===== src/logic/peia_pkg.sv =====
// Package for the event latch and interrupt request block.
// Assumes one 20 MHz core clock and an 8-bit register port.
package peia_pkg;
   ////////////////////////////////////////////////////////////////////////////
   // Register offsets
   localparam logic [7:0] OFS_SUPPLY_EVENTS = 8'h07;
   localparam logic [7:0] OFS_INPUT_EVENTS_LOW = 8'h08;
   localparam logic [7:0] OFS_INPUT_EVENTS_HIGH = 8'h09;
   localparam logic [7:0] OFS_MASK_FIRST = 8'h0a;
   localparam logic [7:0] OFS_MASK_SECOND = 8'h0b;
   localparam logic [7:0] OFS_INPUT_POLARITY_LOW = 8'h20;
   localparam logic [7:0] OFS_INPUT_POLARITY_HIGH = 8'h21;
   localparam logic [7:0] OFS_MONITOR_CONTROL = 8'h22;
   localparam logic [7:0] OFS_BLOCK_STATUS = 8'h23;

   ////////////////////////////////////////////////////////////////////////////
   // Field positions in the event and monitor control registers, and the first mask width
   localparam int BIT_SUPPLY_WARN = 7;
   localparam int BIT_SUPPLY_MONITOR = 6;
   localparam int BIT_RAMP_DONE = 5;
   localparam int BIT_REGULATOR_WINDOW = 4;
   localparam int BIT_LINEAR_REG_OVERCURRENT = 3;
   localparam int BIT_LOW_COMPARATOR = 2;
   localparam int BIT_JUNCTION_HOT = 1;
   localparam int BIT_CHARGER_WAKE = 0;
   localparam int BIT_TWO_WIRE_ADDRESSED = 6;
   localparam int BIT_MONITOR_MODE = 0;
   localparam int MASK_FIRST_W = 5;

   ////////////////////////////////////////////////////////////////////////////
   // Reset values
   localparam logic [7:0] RST_EVENTS = 8'h00;
   localparam logic [7:0] RST_MASK_FIRST = 8'h00;
   localparam logic [7:0] RST_MASK_SECOND = 8'h00;
   localparam logic [7:0] RST_POLARITY = 8'hff;
   localparam logic [7:0] RST_MONITOR_CONTROL = 8'h00;

   ////////////////////////////////////////////////////////////////////////////
   // Timing
   localparam longint CLK_HZ = 20000000;
   localparam longint LIMIT_TIME_MS = 10;
   localparam int LIMIT_CYCLES = int'((LIMIT_TIME_MS * CLK_HZ) / 1000);
   localparam int LIMIT_CNT_W = 18;
   localparam int NUM_LINEAR_REGS = 5;
   localparam int NUM_INPUTS = 16;
   localparam int NUM_ANALOG = 3;

   ////////////////////////////////////////////////////////////////////////////
   // Power-up gate states
   typedef enum logic [1:0] {
      PEIA_HOLD = 2'b01,
      PEIA_RUN = 2'b10
   } peia_gate_t;
endpackage

===== src/logic/peia_event_irq.sv =====
// Event latching, masking and interrupt request line of the power manager.
// Assumes asynchronous source pins, a single 20 MHz clock and a host on the plain register port.
//
// Added by the designer: strobed register access.
`timescale 1ns/1ps

module peia_event_irq #(
   parameter int LIMIT_CYCLES = peia_pkg::LIMIT_CYCLES
) (
   input wire logic core_clk,
   input wire logic rst_n,
   input wire logic [7:0] reg_addr,
   input wire logic [7:0] reg_wdata,
   input wire logic reg_wr,
   input wire logic reg_rd,
   output logic [7:0] reg_rdata,
   input wire logic supply_below_upper,
   input wire logic supply_monitor_threshold,
   input wire logic dynamic_voltage_ramp,
   input wire logic regulator_out_of_window,
   input wire logic regulator_measure_ready,
   input wire logic [peia_pkg::NUM_LINEAR_REGS-1:0] linear_reg_limit,
   input wire logic low_comparator,
   input wire logic junction_hot,
   input wire logic charger_wake_input,
   input wire logic [peia_pkg::NUM_INPUTS-1:0] general_input,
   input wire logic [peia_pkg::NUM_ANALOG-1:0] analog_threshold,
   input wire logic high_speed_two_wire_port,
   input wire logic powerup_active,
   input wire logic [peia_pkg::MASK_FIRST_W-1:0] first_group_pending,
   output logic interrupt_request_line_n_out,
   output logic interrupt_request_line_n_oe_n
);
   import peia_pkg::*;

   if (LIMIT_CYCLES < 1 || LIMIT_CYCLES >= (1 << LIMIT_CNT_W)) begin : g_bad_limit
      $error("LIMIT_CYCLES out of range for the limit counter");
   end

   ////////////////////////////////////////////////////////////////////////////
   // Pin synchronisers; logic reads the second stage and its one-cycle delayed copy pins_prev
   // Ten single pins plus the limit, input and analog groups; powerup_active must be the top bit
   localparam int SYNC_W = 10 + NUM_LINEAR_REGS + NUM_INPUTS + NUM_ANALOG;

   logic [SYNC_W-1:0] sync_meta;
   logic [SYNC_W-1:0] sync_pins;
   logic [SYNC_W-1:0] pins_prev;
   wire [SYNC_W-1:0] raw_pins = {powerup_active, high_speed_two_wire_port, analog_threshold,
      general_input, charger_wake_input, junction_hot, low_comparator, linear_reg_limit,
      regulator_measure_ready, regulator_out_of_window, dynamic_voltage_ramp,
      supply_monitor_threshold, supply_below_upper};

   always_ff @(posedge core_clk or negedge rst_n) begin
      if (!rst_n) begin
         sync_meta <= '0;
         sync_pins <= '0;
         pins_prev <= '0;
      end else begin
         sync_meta <= raw_pins;
         sync_pins <= sync_meta;
         pins_prev <= sync_pins;
      end
   end

   // Field slices of the synchronised vector
   localparam int P_LIM = 5;
   localparam int P_CMP = P_LIM + NUM_LINEAR_REGS;
   localparam int P_GPI = P_CMP + 3;
   localparam int P_ADC = P_GPI + NUM_INPUTS;
   localparam int P_TWW = P_ADC + NUM_ANALOG;
   localparam int P_PWR = P_TWW + 1;

   wire [SYNC_W-1:0] rise = sync_pins & ~pins_prev;
   wire [SYNC_W-1:0] fall = ~sync_pins & pins_prev;
   wire [SYNC_W-1:0] change = sync_pins ^ pins_prev;
   wire [NUM_LINEAR_REGS-1:0] lim_level = sync_pins[P_LIM +: NUM_LINEAR_REGS];
   wire [NUM_INPUTS-1:0] gpi_rise = rise[P_GPI +: NUM_INPUTS];
   wire [NUM_INPUTS-1:0] gpi_fall = fall[P_GPI +: NUM_INPUTS];
   wire [NUM_ANALOG-1:0] adc_rise = rise[P_ADC +: NUM_ANALOG];
   wire powerup_level = sync_pins[P_PWR];

   ////////////////////////////////////////////////////////////////////////////
   // Software registers
   logic [7:0] mask_first;
   logic [7:0] mask_second;
   logic [7:0] polarity_low;
   logic [7:0] polarity_high;
   logic [7:0] monitor_control;
   logic [7:0] events [3];
   logic [7:0] held [3];

   wire wr_mask_first = reg_wr && reg_addr == OFS_MASK_FIRST;
   wire wr_mask_second = reg_wr && reg_addr == OFS_MASK_SECOND;
   wire wr_pol_low = reg_wr && reg_addr == OFS_INPUT_POLARITY_LOW;
   wire wr_pol_high = reg_wr && reg_addr == OFS_INPUT_POLARITY_HIGH;
   wire wr_monitor = reg_wr && reg_addr == OFS_MONITOR_CONTROL;
   wire [2:0] wr_events = {reg_wr && reg_addr == OFS_INPUT_EVENTS_HIGH,
      reg_wr && reg_addr == OFS_INPUT_EVENTS_LOW, reg_wr && reg_addr == OFS_SUPPLY_EVENTS};

   always_ff @(posedge core_clk or negedge rst_n) begin
      if (!rst_n) begin
         mask_first <= RST_MASK_FIRST;
         mask_second <= RST_MASK_SECOND;
         polarity_low <= RST_POLARITY;
         polarity_high <= RST_POLARITY;
         monitor_control <= RST_MONITOR_CONTROL;
      end else begin
         if (wr_mask_first) begin
            mask_first <= {3'h0, reg_wdata[MASK_FIRST_W-1:0]};
         end
         if (wr_mask_second) begin
            mask_second <= reg_wdata;
         end
         if (wr_pol_low) begin
            polarity_low <= reg_wdata;
         end
         if (wr_pol_high) begin
            polarity_high <= reg_wdata;
         end
         if (wr_monitor) begin
            monitor_control <= {7'h00, reg_wdata[BIT_MONITOR_MODE]};
         end
      end
   end

   ////////////////////////////////////////////////////////////////////////////
   // Current limit duration, one counter per regulator
   logic [NUM_LINEAR_REGS-1:0] lim_fire;

   for (genvar i = 0; i < NUM_LINEAR_REGS; i++) begin : g_limit
      logic [LIMIT_CNT_W-1:0] lim_cnt;
      localparam logic [LIMIT_CNT_W-1:0] LIM_END = LIMIT_CNT_W'(LIMIT_CYCLES);
      // Fires once when the limit has been held beyond the full time; saturates until release
      wire lim_reached = lim_level[i] && lim_cnt == LIM_END;
      wire [LIMIT_CNT_W-1:0] next_lim_cnt = !lim_level[i] ? '0 :
         (lim_cnt == LIM_END + LIMIT_CNT_W'(1) ? lim_cnt : lim_cnt + LIMIT_CNT_W'(1));
      assign lim_fire[i] = lim_reached;
      always_ff @(posedge core_clk or negedge rst_n) begin
         if (!rst_n) begin
            lim_cnt <= '0;
         end else begin
            lim_cnt <= next_lim_cnt;
         end
      end
   end

   ////////////////////////////////////////////////////////////////////////////
   // Event sources for each event register
   wire mode_measure = monitor_control[BIT_MONITOR_MODE];
   logic [7:0] src [3];

   assign src[0][BIT_SUPPLY_WARN] = rise[0];
   assign src[0][BIT_SUPPLY_MONITOR] = change[1];
   assign src[0][BIT_RAMP_DONE] = fall[2];
   assign src[0][BIT_REGULATOR_WINDOW] = mode_measure ? rise[4] : rise[3];
   assign src[0][BIT_LINEAR_REG_OVERCURRENT] = |lim_fire;
   assign src[0][BIT_LOW_COMPARATOR] = rise[P_CMP];
   assign src[0][BIT_JUNCTION_HOT] = rise[P_CMP + 1];
   assign src[0][BIT_CHARGER_WAKE] = rise[P_CMP + 2];

   // Active state: polarity one means high level is active, so the entering edge counts
   wire [NUM_INPUTS-1:0] polarity = {polarity_high, polarity_low};
   wire [NUM_INPUTS-1:0] gpi_event = (gpi_rise & polarity) | (gpi_fall & ~polarity);

   assign src[1] = gpi_event[7:0] | {5'h00, adc_rise};
   assign src[2] = gpi_event[15:8] | (8'(rise[P_TWW]) << BIT_TWO_WIRE_ADDRESSED);

   ////////////////////////////////////////////////////////////////////////////
   // Sticky event registers with write-one-to-clear
   for (genvar r = 0; r < 3; r++) begin : g_event
      // Arrivals during a clearing write wait one cycle so the clear cannot swallow them
      wire [7:0] clear_bits = wr_events[r] ? reg_wdata : 8'h00;
      wire [7:0] posted = wr_events[r] ? 8'h00 : (held[r] | src[r]);
      wire [7:0] next_held = wr_events[r] ? (held[r] | src[r]) : 8'h00;
      wire [7:0] next_events = (events[r] & ~clear_bits) | posted;
      always_ff @(posedge core_clk or negedge rst_n) begin
         if (!rst_n) begin
            events[r] <= RST_EVENTS;
            held[r] <= RST_EVENTS;
         end else begin
            events[r] <= next_events;
            held[r] <= next_held;
         end
      end
   end

   ////////////////////////////////////////////////////////////////////////////
   // Power-up gate and interrupt request line
   wire any_event = |events[0] || |events[1] || |events[2] || |held[0] || |held[1] || |held[2];
   // Masks touch only the line; the latched bits above ignore them
   wire unmasked = |(events[0] & ~mask_second) || |events[1] || |events[2] ||
      |(first_group_pending & ~mask_first[MASK_FIRST_W-1:0]);

   peia_gate_t gate;
   peia_gate_t next_gate;

   always_comb begin
      next_gate = gate;
      case (gate)
         PEIA_HOLD: begin
            if (!powerup_level && !any_event) begin
               next_gate = PEIA_RUN;
            end
         end
         PEIA_RUN: begin
            if (powerup_level) begin
               next_gate = PEIA_HOLD;
            end
         end
         default: begin
            next_gate = PEIA_HOLD;
         end
      endcase
   end

   wire next_line_low = gate == PEIA_RUN && unmasked;

   always_ff @(posedge core_clk or negedge rst_n) begin
      if (!rst_n) begin
         gate <= PEIA_HOLD;
         interrupt_request_line_n_out <= 1'b1;
         interrupt_request_line_n_oe_n <= 1'b1;
      end else begin
         gate <= next_gate;
         interrupt_request_line_n_out <= !next_line_low;
         interrupt_request_line_n_oe_n <= !next_line_low;
      end
   end

   ////////////////////////////////////////////////////////////////////////////
   // Read data, one cycle after the strobe; unmapped offsets read zero
   wire [7:0] status_word = {6'h00, gate == PEIA_HOLD, !interrupt_request_line_n_out};
   wire [7:0] read_sel = (reg_addr == OFS_SUPPLY_EVENTS) ? events[0] :
      (reg_addr == OFS_INPUT_EVENTS_LOW) ? events[1] :
      (reg_addr == OFS_INPUT_EVENTS_HIGH) ? events[2] :
      (reg_addr == OFS_MASK_FIRST) ? mask_first :
      (reg_addr == OFS_MASK_SECOND) ? mask_second :
      (reg_addr == OFS_INPUT_POLARITY_LOW) ? polarity_low :
      (reg_addr == OFS_INPUT_POLARITY_HIGH) ? polarity_high :
      (reg_addr == OFS_MONITOR_CONTROL) ? monitor_control :
      (reg_addr == OFS_BLOCK_STATUS) ? status_word : 8'h00;

   always_ff @(posedge core_clk or negedge rst_n) begin
      if (!rst_n) begin
         reg_rdata <= 8'h00;
      end else begin
         reg_rdata <= reg_rd ? read_sel : 8'h00;
      end
   end
endmodule


===== config.mk =====
export PLATFORM = sky130hd
export DESIGN_NAME = peia_event_irq
export DESIGN_NICKNAME = d
export VERILOG_FILES = /design/src/logic/peia_pkg.sv /design/src/logic/peia_event_irq.sv
export SDC_FILE = /design/constraint.sdc
export NUM_CORES = 1
export LEC_CHECK = 0
export ABC_AREA = 1
export BUFFER_PORTS_ARGS = -buffer_cell sky130_fd_sc_hd__buf_2
export CAP_MARGIN = 20
export CORE_MARGIN = 2
export CORE_UTILIZATION = 60
export CTS_BUF_LIST = sky130_fd_sc_hd__clkbuf_2 sky130_fd_sc_hd__clkbuf_4 sky130_fd_sc_hd__clkbuf_8
export CTS_CLUSTER_DIAMETER = 120
export CTS_CLUSTER_SIZE = 8
export DETAILED_ROUTE_END_ITERATION = 16
export HOLD_SLACK_MARGIN = 0.06
export PLACE_DENSITY = 0.79
export SLEW_MARGIN = 20
export SYNTH_ARGS = -nofsm -noshare
export SYNTH_HDL_FRONTEND = slang
export SYNTH_SLANG_ARGS = --single-unit

===== constraint.sdc =====
create_clock -name core_clk -period 2.55 [get_ports core_clk]
set_clock_uncertainty 0.1 [all_clocks]
set_input_delay 0.51 -clock core_clk [delete_from_list [all_inputs] [get_ports core_clk]]
set_output_delay 0.51 -clock core_clk [all_outputs]
set_load 0.05 [all_outputs]

==> impl_metrics.tcl, run 1 <==
set metrics [dict create \
    power.share.combinational_pct 5.1 \
    synth_area_leaders "sky130_fd_sc_hd__dfrtp_1 (55%), sky130_fd_sc_hd__nand2_1 (7.1%), sky130_fd_sc_hd__inv_1 (6.2%)" \
    globalRouteTotalUtil_pct 26.2 \
    fin_worst_hold_slack_ns 0.112 \
    grt_first_pass_wirelength_um 42600 \
    firstDrtPassIters 5 \
    setup-violations-final 0 \
    switching_share_pct 23.0 \
    path_class "register to output port" \
    cts.repair_timing.setup_buffer_count 0 \
    die_footprint_mm2 0.0207 \
    synth_top_area_share_pct 54.7 \
    critical_path.max_stage_delay_ns 0.53 \
    routed_wl_um 25900 \
    period_share_pct 76.2 \
    path_cells "buf_2" \
    dp_slack_ns 0.443 \
    end_kind "output port" \
    highest_ir_drop_seen_on_vdd_mv 0.490 \
    power.density_mw_per_mm2 622 \
    die_w_um 144 \
    max_freq_ghz 0.514 \
    routed.top_layer "met4" \
    globalRoute.totalOverflow 0 \
    result_of_the_run "finished, final reports clean" \
    netlist_instances 1304 \
    initial_core_util_pct 60.8 \
    first_global_vias 8916 \
    num_vias 9289 \
    p_switching_mw 1.94 \
    period_needed_ns 1.94 \
    hpwl_um 18500 \
    cts_tree "done" \
    place_congestion 0.941 \
    design.core.area_mm2 0.0193 \
    number_of_flip_flops_and_latches_in_the_synthesized_netlist 275 \
    p_clk_share_pct 40.6 \
    ys_async_sr_fraction_pct 100 \
    worst-path-buf-inv 1 \
    cts_hold_buffers 35 \
    antenna_violations_before_repair 0 \
    drv_slew 0 \
    synth_cell_type_count 45 \
    htree_levels 2 \
    detail-route-antenna-nets 0 \
    final_cell_count_no_fill 1733 \
    areaGrowthSynthToFinish_pct 15.5 \
    critPathMaxFanout 3 \
    amount_of_wire_on_met3_after_detailed_routing_um 1540 \
    cp_data_arrival_time_ns 1.33 \
    synth.yosys.seq_area_share_pct 58.7 \
    port_buffers 68 \
    place.detailed.instances 1631 \
    clock-root-buffer "sky130_fd_sc_hd__clkbuf_8" \
    die-height_um 144 \
    insertedDiodeCount 0 \
    via_per_inst 5.36 \
    maxCapViolations 0 \
    synth_area_per_cell_um2 9.01 \
    synthesis.area_mm2 0.0118 \
    max_slew_margin_pct 64.5 \
    seq_power_share_pct 54.4 \
    kind_of_launch_point_of_the_worst_setup_path "register" \
    clk_latency_ns 0.56 \
    setup_tns_ns 0 \
    clk_transition_reported_paths_ns 0.07 \
    ports 69 \
    leakage_nw 6.49 \
    largest_delay_share_family_worst_path "flip-flops" \
    slowest_stage "sky130_fd_sc_hd__dfstp_2" \
    drive_above_1_share_pct 12.3 \
    clock_tree.buffer_depth 3 \
    internal_power_mw 6.51 \
    hold_viol_final 0 \
    first_iter_violations 535 \
    wire_per_inst_um 15.0 \
    final_nets 1517 \
    crit_required_ns 1.94 \
    mappedNetlistNets 1378 \
    wirelength_met1_um 11600 \
    numCtsBuffers 40 \
    post-synth-top-area-cell "sky130_fd_sc_hd__dfrtp_1" \
    rows 51 \
    hold_path_class "input port to register" \
    finish.utilization_pct 70.2 \
    edff_count_synth 0 \
    cts_sinks 275 \
    synth.yosys.warnings 0 \
    setup_slack_ns 0.606 \
    drt_drc_violations_left 0 \
    setup_repair_after_global_routing_missed_its_margin "false" \
    grt_start_max_net_pins 64 \
    post_cts_resize_count 0 \
    synth-main-ff-cell "sky130_fd_sc_hd__dfrtp_1" \
    worstMarginPinSlew_ns 0.531 \
    wl_met2_um 11700 \
]
## per-stage QoR
| stage | power, mW | cell area [um^2] |
|---|---|---|
| global route | 8.81 | 13600 |
| finish | 8.44 | 13600 |
| global placement | 5.04 | 12500 |
| floorplan | 4.81 | 11800 |
| CTS | 8.53 | 13600 |
| detailed placement | 5.06 | 12500 |
## cells in the mapped netlist, types with 2 or more instances
cell type and instances:
sky130_fd_sc_hd__nor2_2 4, sky130_fd_sc_hd__xnor2_1 4, sky130_fd_sc_hd__nand4_1 24, sky130_fd_sc_hd__nor2_1 129, sky130_fd_sc_hd__a221oi_1 2, sky130_fd_sc_hd__a211oi_1 5
sky130_fd_sc_hd__buf_2 3, sky130_fd_sc_hd__nor3b_1 13, sky130_fd_sc_hd__nand2_2 4, sky130_fd_sc_hd__nor3_1 52, sky130_fd_sc_hd__or3_1 4, sky130_fd_sc_hd__dfstp_2 18
sky130_fd_sc_hd__nand2_1 221, sky130_fd_sc_hd__nor4_1 11, sky130_fd_sc_hd__or2_2 3, sky130_fd_sc_hd__o21ai_0 130, sky130_fd_sc_hd__a21oi_1 73, sky130_fd_sc_hd__a31oi_1 6
sky130_fd_sc_hd__o211ai_1 3, sky130_fd_sc_hd__xor2_1 10, sky130_fd_sc_hd__ha_1 15, sky130_fd_sc_hd__o31ai_1 2, sky130_fd_sc_hd__nor2_4 2, sky130_fd_sc_hd__dfrtp_1 257
sky130_fd_sc_hd__inv_1 194, sky130_fd_sc_hd__o21a_1 2, sky130_fd_sc_hd__nand3_1 87, sky130_fd_sc_hd__inv_2 3, sky130_fd_sc_hd__clkbuf_1 7
## logic make-up (layout without fill, tap and decap cells)
kind of cell | Yosys count | in the layout | share of synthesized area, %
and+or+nand+nor | 560 | 560 | 21.5
DFF | 275 | 275 | 58.7
AOI/OAI and AO/OA | 229 | 229 | 10.3
buffers and inverters | 211 | 375 | 6.87
adders and majority gates | 15 | 15 | 1.60
xor gates and xnor gates | 14 | 14 | 1.04
## placed cells by master (no fill, tap or decap), types with 35 or more instances in the layout
master,instances
sky130_fd_sc_hd__a21oi_1,73
sky130_fd_sc_hd__buf_2,67
sky130_fd_sc_hd__clkbuf_8,42
sky130_fd_sc_hd__dfrtp_1,257
sky130_fd_sc_hd__dlygate4sd3_1,35
sky130_fd_sc_hd__inv_1,194
sky130_fd_sc_hd__nand2_1,221
sky130_fd_sc_hd__nand3_1,87
sky130_fd_sc_hd__nor2_1,129
sky130_fd_sc_hd__nor3_1,52
sky130_fd_sc_hd__o21ai_0,130
## worst paths after layout
| check | from | endpoint | slack, ns | cells after the start |
|---|---|---|---|---|
| setup / recovery | interrupt_request_line_n_oe_n | interrupt_request_line_n_oe_n | 0.61 | 1 |
| hold / removal | reg_wdata[6] | events[6] | 0.11 | 2 |
| setup reg to reg | g_limit[1].lim_cnt[0] | g_limit[1].lim_cnt[14] | 0.63 | 7 |
| hold reg to reg | sync_meta[10] | sync_pins[10] | 0.24 | 0 |
| max in group asynchronous | rst_n | gate[0] | 1.20 | 3 |
| min in group asynchronous | rst_n | g_limit[2].lim_cnt[12] | 0.38 | 2 |
## layer usage
| metal | vias to the layer above | global-route usage (%) |
|---|---|---|
| li1 | 4543 | - |
| met1 | 4390 | 36.5 |
| met2 | 288 | 40.5 |
| met3 | 68 | 4.50 |
| met4 | 0 | 12.3 |
| met5 | - | 0 |
## flip-flops by register name, summed over array words and instances, names as in the netlist, 5 cells and up
register / count
g_limit.lim_cnt: 90
sync_meta: 34
sync_pins: 34
pins_prev: 28
events: 24
held: 24
mask_second: 8
polarity_high: 8
polarity_low: 8
reg_rdata: 8
mask_first: 5
## final cells by class
| cell class | instances | area [um^2] |
|---|---|---|
| Sequential cell | 275 | 6900 |
| Fill cell | 1517 | 5750 |
| Multi-Input combinational cell | 818 | 4040 |
| Inverter | 198 | 743 |
| Timing Repair Buffer | 110 | 791 |
| Tap cell | 265 | 332 |
| Clock buffer | 65 | 751 |
| Clock inverter | 2 | 16.3 |
## power groups by stage
stage / combinational (mW) / clock, mW / sequential [mW]
after floorplan: 0.184 / 0 / 4.63
after global placement: 0.377 / 0 / 4.66
after detailed placement: 0.389 / 0 / 4.67
after CTS: 0.432 / 3.51 / 4.59
after global routing: 0.490 / 3.72 / 4.60
final: 0.428 / 3.43 / 4.59
Note: power is estimated with default switching activity, not from simulation.
==> inputs of run 2 (changes only) <==
--- a/config.mk
+++ b/config.mk
@@ -9,13 +9,13 @@
 export BUFFER_PORTS_ARGS = -buffer_cell sky130_fd_sc_hd__buf_2
 export CAP_MARGIN = 20
 export CORE_MARGIN = 2
-export CORE_UTILIZATION = 60
+export CORE_UTILIZATION = 57
 export CTS_BUF_LIST = sky130_fd_sc_hd__clkbuf_2 sky130_fd_sc_hd__clkbuf_4 sky130_fd_sc_hd__clkbuf_8
 export CTS_CLUSTER_DIAMETER = 120
 export CTS_CLUSTER_SIZE = 8
 export DETAILED_ROUTE_END_ITERATION = 16
 export HOLD_SLACK_MARGIN = 0.06
-export PLACE_DENSITY = 0.79
+export PLACE_DENSITY = 0.78
 export SLEW_MARGIN = 20
 export SYNTH_ARGS = -nofsm -noshare
 export SYNTH_HDL_FRONTEND = slang
==> constraint.sdc (replaced) <==
create_clock -name core_clk -period 1.68 [get_ports core_clk]
set_clock_uncertainty 0.1 [all_clocks]
set_input_delay 0.336 -clock core_clk [delete_from_list [all_inputs] [get_ports core_clk]]
set_output_delay 0.336 -clock core_clk [all_outputs]
set_load 0.05 [all_outputs]
==> impl_metrics.tcl, run 2 (synthesized netlist as in run 1, its figures left out) <==
set metrics [dict create \
    power.density_mw_per_mm2 900 \
    placedInstanceArea_mm2 0.0129 \
    initial_core_util_pct 58.1 \
    clock_tree.buffer_depth 3 \
    clk_latency_ns 0.54 \
    max_slew_margin_pct 73.3 \
    routed_wl_um 27800 \
    kind_of_launch_point_of_the_worst_setup_path "register" \
    die-height_um 148 \
    max_freq_ghz 0.585 \
    switching_share_pct 23.3 \
    power.share.combinational_pct 5.7 \
    hold_path_class "input port to register" \
    first_global_vias 9592 \
    rows 52 \
    setup-violations-final 2 \
    setup_slack_ns -0.0293 \
    critical_path.max_stage_delay_ns 0.58 \
    internal_power_mw 9.93 \
    hold_viol_final 0 \
    grt_first_pass_wirelength_um 45100 \
    end_kind "output port" \
    insertedDiodeCount 0 \
    timing.hold.worst.start "reg_wr" \
    seq_power_share_pct 53.8 \
    largest_register_ffs 90 \
    p_clk_share_pct 40.5 \
    p_switching_mw 3.02 \
    finish.utilization_pct 71.1 \
    r2r_setup_slack_ns 0 \
    clk_transition_reported_paths_ns 0.06 \
    layout.cells.most_common "sky130_fd_sc_hd__dfrtp_1" \
    path_class "register to output port" \
    antenna_violations_before_repair 0 \
    worstReg2RegStart "g_limit[4].lim_cnt[6]" \
    drv_slew 0 \
    biggest_registers_after_layout "g_limit.lim_cnt: 90 flops, sync_meta: 34 flops, sync_pins: 34 flops" \
    leakage_nw 6.86 \
    max_flop_register "g_limit.lim_cnt" \
    wire_per_inst_um 15.4 \
    design.core.area_mm2 0.0202 \
    clock-root-buffer "sky130_fd_sc_hd__clkbuf_8" \
    crit_required_ns 1.24 \
    path_cells "buf_8" \
    hpwl_um 19600 \
    cts_tree "done" \
    num_vias 9633 \
    cp_data_arrival_time_ns 1.27 \
    port_buffers 68 \
    ports 69 \
    highest_ir_drop_seen_on_vdd_mv 0.710 \
    drt_drc_violations_left 0 \
    die_footprint_mm2 0.0218 \
    grt_start_max_net_pins 56 \
    firstDrtPassIters 6 \
    globalRouteTotalUtil_pct 25.6 \
    failing_checks "setup timing" \
    drive_above_1_share_pct 19.2 \
    period_share_pct 102 \
    htree_levels 2 \
    areaGrowthSynthToFinish_pct 22.3 \
    detail-route-antenna-nets 0 \
    worst-path-buf-inv 1 \
    postLayoutCellArea_mm2 0.0144 \
    period_needed_ns 1.71 \
    die_w_um 148 \
    final_nets 1585 \
    first_iter_violations 644 \
    slowest_stage "sky130_fd_sc_hd__dfstp_2" \
    place_congestion 0.921 \
    largest_delay_share_family_worst_path "flip-flops" \
    cts_sinks 275 \
    setup_repair_after_global_routing_missed_its_margin "true" \
    maxCapViolations 0 \
    result_of_the_run "finished, violations left" \
    critPathMaxFanout 3 \
    numCtsBuffers 40 \
    via_per_inst 5.33 \
    globalRoute.totalOverflow 0 \
    worstMarginPinSlew_ns 0.396 \
    critPathLaunch "interrupt_request_line_n_oe_n" \
    commonest_cells_after_routing_fill_and_taps_aside "sky130_fd_sc_hd__dfrtp_1 (255), sky130_fd_sc_hd__nand2_1 (212), sky130_fd_sc_hd__inv_1 (193), sky130_fd_sc_hd__o21ai_0 (122), sky130_fd_sc_hd__nor2_1 (109)" \
]
-- run 2: cell count changes in the layout (fill, tap and decap cells not counted), sizes merged --
cell and delta:
buf +59, dlygate4sd3 +9
-- run 2: final cells by class --
cell class | instances | area (um^2)
multi-input combinational | 818 | 4260
clock buffer | 65 | 751
sequential | 275 | 6910
tap | 270 | 338
inverter | 198 | 743
timing repair buffer | 178 | 1370
clock inverter | 2 | 16.3
fill | 1566 | 5850
-- run 2: path summary, 6_finish.rpt --
path / endpoint / depth (start not counted)
max: interrupt_request_line_n_oe_n / 1
min: monitor_control[0] / 3
max reg2reg: g_limit[4].lim_cnt[16] / 7
min reg2reg: sync_pins[7] / 0
max in group asynchronous: g_limit[1].lim_cnt[6] / 3
min in group asynchronous: g_limit[2].lim_cnt[13] / 2
-- run 2: per-layer routing --
| layer | global-route usage, % | vias up | share of wire (%) |
|---|---|---|---|
| met3 | 4.17 | 59 | 5.7 |
| met4 | 8.99 | 0 | 2.9 |
| li1 | - | 4677 | - |
| met1 | 34.5 | 4590 | 44 |
| met2 | 42.7 | 307 | 48 |
| met5 | 0 | - | 0 |
-- run 2: what timing repair did --
action / in CTS / in global routing
pin swaps: 0 / 12
endpoints found under the hold margin: 319 / 0
hold buffers: 44 / 0
setup buffers: 2 / 4
gates resized for setup: 6 / 69
setup endpoints to repair: 5 / 34
-- run 2: power by group through the flow --
stage / Combinational, mW / Clock [mW] / Sequential, mW
after detailed placement: 0.649 / 0 / 7.07
after global routing: 0.840 / 5.64 / 6.97
after global placement: 0.624 / 0 / 7.06
final: 0.742 / 5.25 / 6.96
after floorplan: 0.279 / 0 / 7.03
after CTS: 0.739 / 5.37 / 6.95
-- run 2: metrics by stage --
stage               instances  setup slack, ns  total power, mW  setup TNS, ns  hold WS (ns)
finish                   1806          -0.0293             12.9        -0.0572         0.145
global route             1806           -0.132             13.5          -1.08         0.143
CTS                      1802          -0.0433             13.1        -0.0865         0.128
detailed placement       1689          -0.0537             7.72         -0.442         0.168
global placement         1689          -0.0287             7.68         -0.106         0.164
floorplan                1304           0.0589             7.31              0       -0.0596
